===== src/rtl/ptr_mask_pkg.sv =====
// Purpose: Constants for the pointer-mask address transform stage
// Assumes: 64-bit hart, Avalon-MM register access
// Notes:   Register offsets are byte addresses of 32-bit words
package ptr_mask_pkg;
    localparam int unsigned ADDR_W          = 64;
    localparam int unsigned MASK_LONG       = 16;
    localparam int unsigned MASK_SHORT      = 7;
    localparam logic [1:0]  MODE_OFF        = 2'h0;
    localparam logic [1:0]  MODE_RSVD       = 2'h1;
    localparam logic [1:0]  MODE_SHORT      = 2'h2;
    localparam logic [1:0]  MODE_LONG       = 2'h3;
    localparam logic [1:0]  PRIV_U          = 2'h0;
    localparam logic [1:0]  PRIV_S          = 2'h1;
    localparam logic [1:0]  PRIV_M          = 2'h3;
    localparam logic [3:0]  OFS_MODE_CFG    = 4'h0;
    localparam logic [3:0]  OFS_STATUS      = 4'h4;
    localparam logic [3:0]  OFS_TRAPVAL_LO  = 4'h8;
    localparam logic [3:0]  OFS_TRAPVAL_HI  = 4'hC;
    localparam int unsigned CFG_U_LSB       = 0;
    localparam int unsigned CFG_S_LSB       = 2;
    localparam int unsigned CFG_M_LSB       = 4;
    localparam logic [5:0]  CFG_RESET       = 6'h00;
    localparam logic [31:0] UNMAPPED_DATA   = 32'h00000000;

    typedef enum logic [2:0] {
        ACC_LOAD   = 3'b000,
        ACC_STORE  = 3'b001,
        ACC_AMO    = 3'b010,
        ACC_CBO    = 3'b011,
        ACC_VEC    = 3'b100,
        ACC_SSTACK = 3'b101,
        ACC_FENCE  = 3'b110,
        ACC_IMPL   = 3'b111
    } acc_kind_e;
endpackage : ptr_mask_pkg


===== src/rtl/ptr_mask_unit.sv =====
// Purpose: Strip tag bits from explicit data-access effective addresses
// Assumes: Access inputs come from same-clock pipeline logic
// Notes:   One registered stage on every path; unmasked paths match latency
`timescale 1ns/1ps

// How it works
// - Only sixteen or seven bit masks exist
// - Separate setting per privilege, applied automatically
// - Setting held in higher-level configuration register
// - Setting chosen by privilege, never address bits
// - All explicit data accesses are masked
// - Translation fence operands pass unmasked
// - Redirected effective privilege picks the setting
// - Executable-readable override disables masking entirely
// - Cache-block operations use the masked address
// - Walks and other bus masters bypass masking
// - Misaligned pieces each masked, same bytes
// - Software register accesses store values unmasked
// - Address register width independent of masking
// - Hardware-written trap value is masked
// - Debug trigger compares masked address
// - Trap vector used exactly as written
// - Bit below mask field is sign source
// - Virtual addresses sign-extend masked upper bits
// - Physical addresses zero the masked bits
// - Mode field 00 off, 10 seven, 11 sixteen
module ptr_mask_unit
    import ptr_mask_pkg::*;
#(
    parameter int unsigned AW = ADDR_W
)(
    input  wire logic          sys_clk_i,
    input  wire logic          rstn_i,
    // Access request from load/store, atomic, vector and cache-op units
    input  wire logic          acc_valid_i,
    input  wire logic [2:0]    acc_kind_i,
    input  wire logic [AW-1:0] acc_addr_i,
    input  wire logic [1:0]    priv_i,
    input  wire logic          modify_privilege_ctl_i,
    input  wire logic          guest_access_privilege_ctl_i,
    input  wire logic [1:0]    eff_priv_i,
    input  wire logic          exec_readable_override_i,
    input  wire logic          virt_mode_i,
    input  wire logic          fault_i,
    input  wire logic [AW-1:0] trap_vector_i,
    input  wire logic          trap_take_i,
    input  wire logic [AW-1:0] trigger_addr_i,
    // Avalon-MM slave
    input  wire logic [3:0]    avs_address,
    input  wire logic          avs_read,
    input  wire logic          avs_write,
    input  wire logic [31:0]   avs_writedata,
    input  wire logic [3:0]    avs_byteenable,
    output logic [31:0]        avs_readdata,
    output logic               avs_waitrequest,
    // Toward translation and memory
    output logic               xlat_valid_o,
    output logic [AW-1:0]      xlat_addr_o,
    output logic [2:0]         xlat_kind_o,
    output logic               trig_hit_o,
    output logic               trapval_we_o,
    output logic [AW-1:0]      trapval_o,
    output logic               trap_pc_we_o,
    output logic [AW-1:0]      trap_pc_o
);

    typedef struct packed {
        logic [5:0]    cfg;
        logic          xlat_valid;
        logic [AW-1:0] xlat_addr;
        logic [2:0]    xlat_kind;
        logic          trig_hit;
        logic          trapval_we;
        logic [AW-1:0] trapval;
        logic          trap_pc_we;
        logic [AW-1:0] trap_pc;
        logic [1:0]    last_len;
        logic [31:0]   rdata;
        logic          wreq;
    } state_s;

    state_s st_q;
    state_s st_d;
    logic   rst_n;

    // Released reset stage, separate so the rest resets from its copy
    logic rst_s1_q;
    logic rst_s2_q;
    always_ff @(posedge sys_clk_i or negedge rstn_i)
    begin
        if (!rstn_i)
        begin
            rst_s1_q <= 1'b0;
            rst_s2_q <= 1'b0;
        end
        else
        begin
            rst_s1_q <= 1'b1;
            rst_s2_q <= rst_s1_q;
        end
    end
    assign rst_n = rst_s2_q;

    localparam int unsigned CFG_LEVELS = 3;

    logic [1:0]    sel_priv;
    logic [1:0]    sel_mode;
    logic          exempt;
    logic          use_long;
    logic          use_short;
    logic          sign_src;
    logic          fill_bit;
    logic [AW-1:0] repl_bit;
    logic [AW-1:0] masked;
    logic          bus_req;
    logic          cfg_hit;
    logic [5:0]    cfg_wr;

    // Setting selection; address bits never feed this choice
    always_comb
    begin
        // Redirected privilege wins for data accesses
        if (modify_privilege_ctl_i || guest_access_privilege_ctl_i)
        begin
            sel_priv = eff_priv_i;
        end
        else
        begin
            sel_priv = priv_i;
        end
        unique case (sel_priv)
            PRIV_U:  sel_mode = st_q.cfg[CFG_U_LSB +: 2];
            PRIV_S:  sel_mode = st_q.cfg[CFG_S_LSB +: 2];
            PRIV_M:  sel_mode = st_q.cfg[CFG_M_LSB +: 2];
            default: sel_mode = MODE_OFF;
        endcase
        exempt = exec_readable_override_i
              || (acc_kind_i == ACC_FENCE)
              || (acc_kind_i == ACC_IMPL);
        // Reserved code never reaches the mask: treated as off
        use_long  = !exempt && (sel_mode == MODE_LONG);
        use_short = !exempt && (sel_mode == MODE_SHORT);
        if (use_long)
        begin
            sign_src = acc_addr_i[AW-MASK_LONG-1];
        end
        else
        begin
            sign_src = acc_addr_i[AW-MASK_SHORT-1];
        end
        // Physical addresses fill with zero, virtual ones sign-extend
        fill_bit = virt_mode_i && sign_src;

        // Avalon: first cycle raises the answer, second one completes
        bus_req = (avs_read || avs_write) && st_q.wreq;
        cfg_hit = avs_write && !st_q.wreq
               && (avs_address == OFS_MODE_CFG) && avs_byteenable[0];
    end

    // Only the top bits can change, so per-byte masking of a misaligned
    // access touches the same bytes as masking its base address
    for (genvar b = 0; b < AW; b++)
    begin : g_bit
        localparam bit IN_LONG  = (b >= int'(AW - MASK_LONG));
        localparam bit IN_SHORT = (b >= int'(AW - MASK_SHORT));
        assign repl_bit[b] = (use_long && IN_LONG) || (use_short && IN_SHORT);
        assign masked[b]   = repl_bit[b] ? fill_bit : acc_addr_i[b];
    end

    // Per-level update; a reserved code keeps that level's old value
    for (genvar l = 0; l < CFG_LEVELS; l++)
    begin : g_lvl
        logic [1:0] wr_code;
        assign wr_code          = avs_writedata[2*l +: 2];
        assign cfg_wr[2*l +: 2] = (cfg_hit && (wr_code != MODE_RSVD)) ? wr_code
                                                                      : st_q.cfg[2*l +: 2];
    end

    always_comb
    begin
        st_d            = st_q;
        st_d.xlat_valid = acc_valid_i;
        st_d.xlat_addr  = masked;
        st_d.xlat_kind  = acc_kind_i;
        st_d.trig_hit   = acc_valid_i && (masked == trigger_addr_i);
        st_d.trapval_we = acc_valid_i && fault_i;
        if (acc_valid_i && fault_i)
        begin
            st_d.trapval = masked;
        end
        st_d.trap_pc_we = trap_take_i;
        if (trap_take_i)
        begin
            st_d.trap_pc = trap_vector_i;
        end
        if (acc_valid_i && !exempt)
        begin
            st_d.last_len = sel_mode;
        end

        // Write lands on the edge where waitrequest is seen low
        st_d.cfg  = cfg_wr;
        st_d.wreq = !bus_req;
        if (bus_req && avs_read)
        begin
            unique case (avs_address)
                OFS_MODE_CFG:   st_d.rdata = {26'h0, st_q.cfg};
                OFS_STATUS:     st_d.rdata = {30'h0, st_q.last_len};
                OFS_TRAPVAL_LO: st_d.rdata = st_q.trapval[31:0];
                OFS_TRAPVAL_HI: st_d.rdata = st_q.trapval[63:32];
                default:        st_d.rdata = UNMAPPED_DATA;
            endcase
        end
    end

    always_ff @(posedge sys_clk_i or negedge rstn_i)
    begin
        if (!rstn_i)
        begin
            st_q      <= '0;
            st_q.cfg  <= CFG_RESET;
            st_q.wreq <= 1'b1;
        end
        else if (!rst_n)
        begin
            st_q      <= '0;
            st_q.cfg  <= CFG_RESET;
            st_q.wreq <= 1'b1;
        end
        else
        begin
            st_q <= st_d;
        end
    end

    assign avs_readdata    = st_q.rdata;
    assign avs_waitrequest = st_q.wreq;
    assign xlat_valid_o    = st_q.xlat_valid;
    assign xlat_addr_o     = st_q.xlat_addr;
    assign xlat_kind_o     = st_q.xlat_kind;
    assign trig_hit_o      = st_q.trig_hit;
    assign trapval_we_o    = st_q.trapval_we;
    assign trapval_o       = st_q.trapval;
    assign trap_pc_we_o    = st_q.trap_pc_we;
    assign trap_pc_o       = st_q.trap_pc;

endmodule : ptr_mask_unit


===== config.mk =====
export PLATFORM = sky130hd
export DESIGN_NAME = ptr_mask_unit
export DESIGN_NICKNAME = d
export VERILOG_FILES = /design/src/rtl/ptr_mask_pkg.sv /design/src/rtl/ptr_mask_unit.sv
export SDC_FILE = /design/constraint.sdc
export NUM_CORES = 1
export LEC_CHECK = 0
export ABC_AREA = 1
export BUFFER_PORTS_ARGS = -buffer_cell sky130_fd_sc_hd__buf_2
export CORE_AREA = 2 2 187 189
export CTS_BUF_LIST = sky130_fd_sc_hd__clkbuf_4
export DETAILED_ROUTE_END_ITERATION = 8
export DIE_AREA = 0 0 189 191
export PLACE_DENSITY = 0.59
export SETUP_SLACK_MARGIN = 0.1
export SKIP_CTS_REPAIR_TIMING = 1
export SLEW_MARGIN = 5
export SYNTH_ARGS = -nofsm -noshare
export SYNTH_HDL_FRONTEND = slang
export SYNTH_SLANG_ARGS = --single-unit

===== constraint.sdc =====
create_clock -name sys_clk_i -period 4.1 [get_ports sys_clk_i]
set_input_delay 0.82 -clock sys_clk_i [delete_from_list [all_inputs] [get_ports sys_clk_i]]
set_output_delay 0.82 -clock sys_clk_i [all_outputs]
set_load 0.005 [all_outputs]

=== After elaboration in Yosys (flattened, before gate mapping) ===
Index checks and enable logic that the tools add are counted.

* Register bits after elaboration: 242
* Input port bits: 250
* Output and inout port bits: 232
* Word-level logic and storage cells: 88

* Eq/ne operators: 20
* Multiplexer cells: 28
* Reductions and logical operators: 24

{| class="wikitable"
|+ Operators by type and width
! cell !! count
|-
| $mux 240 || 1
|-
| $mux 64 || 2
|-
| $pmux 32 s4 || 1
|-
| $eq 64x64->1 || 1
|-
| $mux 32 || 1
|-
| $mux 1 || 17
|-
| $ne 2x1->1 const B || 8
|-
| $logic_and 1x1->1 || 14
|-
| $mux 2 || 5
|-
| $eq 4x4->1 const B || 2
|-
| $eq 2x2->1 const B || 3
|-
| $eq 3x3->1 const B || 2
|-
| $pmux 2 s3 || 1
|-
| $logic_or 1x1->1 || 5
|-
| $eq 4x3->1 const B || 1
|-
| $logic_not 4->1 || 1
|-
| $ne 2x2->1 const B || 2
|-
| $logic_not 1->1 || 3
|-
| $eq 2x1->1 const B || 1
|-
| $logic_not 2->1 || 1
|}

=== Depth between registers and ports, before layout ===
* Depth in word-level cells: 12
* Gate-level depth with buffers: 19
* Depth with buffers taken out: 18

=== Least setup slack after synthesis ===
No wires, ideal clock.

* Path type: input -> register
* Start point: in guest_access_privilege_ctl_i
* End point: reg st_q, in the netlist trig_hit_o
* Library setup time: 71 ps
* Arrival time: 2220 ps
* Required time: 4029 ps
* Setup slack: 1808 ps
* Stages on the path: 18
* Buffers on the path: 1
* Cell sequence: nor2_2 -> nand2_1 -> nand2_2 -> nand3_1 -> nand3_2 -> nand2_2 -> clkinv_4 -> nand2_4 -> nand2_4 -> nand3_2 -> nand2_4 -> buf_12 -> nand2_4 -> nand2_1 -> nand2_1 -> nor2_1 -> nand3_1 -> nor2_1

* Word-level cells in the longest chain between the ends: 12
* Elaborated cells between the ends (all ways): 32
* Classes of those cells: eq/ne: 5; mux: 20; reduce/logical: 7

{| class="wikitable"
|+ RTL lines
! what !! RTL line !! source
|-
| from (decl) || ptr_mask_unit.sv:40 || <nowiki>input wire logic guest_access_privilege_ctl_i,</nowiki>
|-
| $logic_or 1x1->1 * || ptr_mask_unit.sv:123 || <nowiki>if (modify_privilege_ctl_i || guest_access_privilege_ctl_i)</nowiki>
|-
| $mux 2 * || ptr_mask_unit.sv:123 ||
|-
| $eq 2x2->1 (tied with other cells) || ptr_mask_unit.sv:131 || <nowiki>unique case (sel_priv)</nowiki>
|-
| $pmux 2 s3 * || ptr_mask_unit.sv:131 ||
|-
| $eq 2x2->1 || ptr_mask_unit.sv:141 || <nowiki>use_long = !exempt && (sel_mode == MODE_LONG);</nowiki>
|-
| $logic_and 1x1->1 || ptr_mask_unit.sv:141 ||
|-
| $mux 1 || ptr_mask_unit.sv:143 || <nowiki>if (use_long)</nowiki>
|-
| $logic_and 1x1->1 || ptr_mask_unit.sv:152 || <nowiki>fill_bit = virt_mode_i && sign_src;</nowiki>
|-
| $mux 1 || ptr_mask_unit.sv:167 || <nowiki>assign masked[b] = repl_bit[b] ? fill_bit : acc_addr_i[b];</nowiki>
|-
| $eq 64x64->1 * || ptr_mask_unit.sv:185 || <nowiki>st_d.trig_hit = acc_valid_i && (masked == trigger_addr_i);</nowiki>
|-
| $logic_and 1x1->1 * || ptr_mask_unit.sv:185 ||
|-
| $mux 240 * || ptr_mask_unit.sv:224 || <nowiki>else if (!rst_n)</nowiki>
|-
| to (signal assigned) || ptr_mask_unit.sv:232 || <nowiki>st_q <= st_d;</nowiki>
|-
| to (decl) || ptr_mask_unit.sv:82 || <nowiki>state_s st_q;</nowiki>
|}

Mark *: on every way between the ends. The rest lies on a longest branch, timed or not.
A chain may end at the register's enable or synchronous reset.

=== Worst setup path after layout ===
* Start point: reg rst_s2_q, in the netlist rst_n
* End point: reg st_q, in the netlist trap_pc_o[39]

* Word-level cells in the longest chain between the ends: 1
* Elaborated cells between the ends (all ways): 2
* Classes of those cells: eq/ne: 1; mux: 1

{| class="wikitable"
|+ RTL lines
! what !! RTL line !! source
|-
| from (decl) || ptr_mask_unit.sv:88 || <nowiki>logic rst_s2_q;</nowiki>
|-
| from (signal assigned) || ptr_mask_unit.sv:99 || <nowiki>rst_s2_q <= rst_s1_q;</nowiki>
|-
| $ne 2x2->1 (no source line) or $mux 240 (tied branches) || -- ||
|}

Several ways; a longest one is shown, not always the timed one.

==> flow_summary_export.csv <==
group,metric,value,unit
worst_setup_path,cp.depth,3,
timing,maxSlewHeadroom,31.5,%
timing,hold_viol,0,
clocking,cts_root_buf,"clkbuf_4",
outcome,status,"complete, no violations",
placement,dp_hpwl,30.3,mm
timing,timing.setup.tns,0,ns
final_layout,design_area,14100,µm²
final_layout,syn2layout_area_growth,15.8,%
clocking,htreeDepth,3,
timing,fmax,384,MHz
timing,fin_crit,2.60,ns
drt,drt_iter0_drc,443,
drt,drt_pass1_iterations,5,
logic_synthesis,syn_inst,1435,
timing,setup_viol,0,
timing,finClkSkew,0.0375,ns
timing,period_share,63.5,%
global_route,track_usage,22.2,%
global_route,grt_pass1_vias,10400,
power,powerDensity,396,nW/µm²
timing,slew_violations,0,
worst_setup_path,r2r_cells,3,
worst_setup_path,max_stage_delay,0.92,ns
global_route,grt_antenna_before_repair,1,
worst_setup_path,crit_family,"simple AND/OR/NAND/NOR gates",
worst_setup_path,start_kind,"flip-flop",
worst_setup_path,crit_chain,"clkinv_1, or2_2, o21ai_0",
final_layout,fin_nets,1940,
logic_synthesis,synth_nets,1685,
logic_synthesis,ys_seq_elements,242,
clocking,cts_tree,"done",
logic_synthesis,synth-warning-count,0,
placement,place_area,13200,µm²
floorplanning,die_y,191,µm
clocking,numClockSinks,242,
clocking,cts_buffer_depth,3,
worst_setup_path,critPathMaxFanout,64,
placement,place_congestion,0.957,
worst_setup_path,cp-end-kind,"flip-flop",
worst_setup_path,path_class,"flip-flop to flip-flop",
power,power_leakage,8.12,nW
global_route,grt_max_degree,112,
drt,avgViaCountPerCell,4.69,
final_layout,final_common_cell,"buf_2",
floorplanning,core,34100,µm²
drt,drt-total-wl,40.5,mm
drt,route.vias.total,10300,
drt,routedWlPerCell,18.5,µm
floorplanning,die_area,36100,µm²
worst_setup_path,cpMaxStageDelayCell,"or2_2",
timing,holdWs,0.139,ns
logic_synthesis,synth_area,12200,µm²
worst_setup_path,crit_buf_inv,1,
job,cap_violations,0,
logic_synthesis,synth_cell_types,40,
final_layout,layout_common_cells,"451 x buf_2, 256 x nand2_1, 240 x inv_1, 240 x dfrtp_1, 111 x o21ai_0",
global_route,grt-ovfl-total,0,
clocking,clock_latency,0.71,ns
clocking,numCtsBuffers,71,
final_layout,drive_gt1_share,35.0,%
drt,ant_nets,0,
clocking,clk_pin_slew,0.06,ns
timing,rsz0062_at_grt,"false",
worst_setup_path,crit_required,4.68,ns
timing,worst_pin_slew,1.03,ns
floorplanning,ios,482,
floorplanning,start_util,35.8,%
worst_setup_path,arrival,3.18,ns
min_path,hold_path_class,"input port to async pin",
placement,io_buffers,452,
logic_synthesis,ys_seq_area_share,49.6,%
floorplanning,die_x,189,µm
logic_synthesis,synth.avg_cell_area,8.51,µm²
global_route,grt_pass1_wl,60.3,mm
drt,drc,0,
power,peakVddDrop,256,µV
floorplanning,floorplan.rows,68,
[worst paths after layout]
kind                       startpoint              end  slack [ns]
max                             rst_n    trap_pc_o[39]        1.50
min reg2reg                  rst_s1_q            rst_n        0.35
min in group sys_clk_i      avs_write  avs_waitrequest        0.31
max in group asynchronous      rstn_i  avs_waitrequest        2.97
min                            rstn_i  xlat_addr_o[50]        0.14
max reg2reg                     rst_n    trap_pc_o[39]        1.50
[synth_stat cells, drive strengths merged]
cell type    n  share of area, %
a21o         1             0.062
a21oi       13              0.53
a221oi       4              0.29
a22o         2              0.14
buf        233                14
clkbuf      49               1.5
clkinv       3              0.13
conb         1             0.031
dfrtp      241                49
dfstp        1              0.22
inv        242               7.4
nand2      266               8.6
nand3       86               3.6
nand3b       9              0.55
nand4        6              0.31
nor2        40               1.3
nor3         5              0.25
nor4         6              0.36
o2111ai      1             0.072
o211ai       1             0.062
o21ai      114               4.7
o22ai       80               4.1
or2         12              0.61
xnor2        9              0.65
xor2        10              0.72
[through the flow]
stage,total power [mW],cells,util (%),worst slack [ns]
after floorplan,3.01,1435,-,1.81
after global placement,3.29,2072,38.8,1.15
after detailed placement,3.30,2072,38.8,1.13
after CTS,5.71,2193,41.4,1.40
after global routing,5.92,2194,41.4,1.27
final,5.60,2194,41.4,1.50
[cells by family (layout without fill, tap and decap cells)]
| group | after synthesis | count (layout) | share of synthesized area, % |
|---|---|---|---|
| XOR/XNOR | 19 | 19 | 1.36 |
| flip-flops | 242 | 242 | 49.6 |
| AND/OR/NAND/NOR | 430 | 430 | 15.6 |
| buffers and inverters | 527 | 830 | 23.4 |
| AO/OA/AOI/OAI | 216 | 216 | 9.96 |
| other | 1 | 2 | 0.0307 |
[report_power, final]
group / internal, mW / total [mW] / leakage [nW] / switching (mW)
Sequential: 2.50 / 2.56 / 3.21 / 0.0550
Clock: 1.30 / 2.35 / 0.544 / 1.05
Combinational: 0.258 / 0.695 / 4.36 / 0.437
Total: 4.06 / 5.60 / 8.12 / 1.54
[routing by layer]
metal	up-vias	track usage, %	part of all wire [%]
li1	4820	-	-
met5	-	0	0
met3	95	6.17	8.3
met4	0	11.7	4.3
met2	504	37.3	48
met1	4867	25.8	39
[area by class of cell]
cell class	count	area (µm²)
fillers	3543	20000
clock buffers	106	796
inverters	245	925
repair buffers	464	2370
flip-flops and latches	242	6060
diodes	1	2.50
clock inverters	15	111
well taps	455	569
multi-input cells	666	3300
[state kept, by name, summed over array words and instances, names as in the netlist]
signal / flops
avs_waitrequest: 1
xlat_kind_o: 3
trapval_o: 64
st_q: 8
avs_readdata: 32
trapval_we_o: 1
xlat_valid_o: 1
trap_pc_o: 64
trap_pc_we_o: 1
rst_s1_q: 1
rst_n: 1
xlat_addr_o: 64
trig_hit_o: 1
Power figures use the tool's default switching activity.
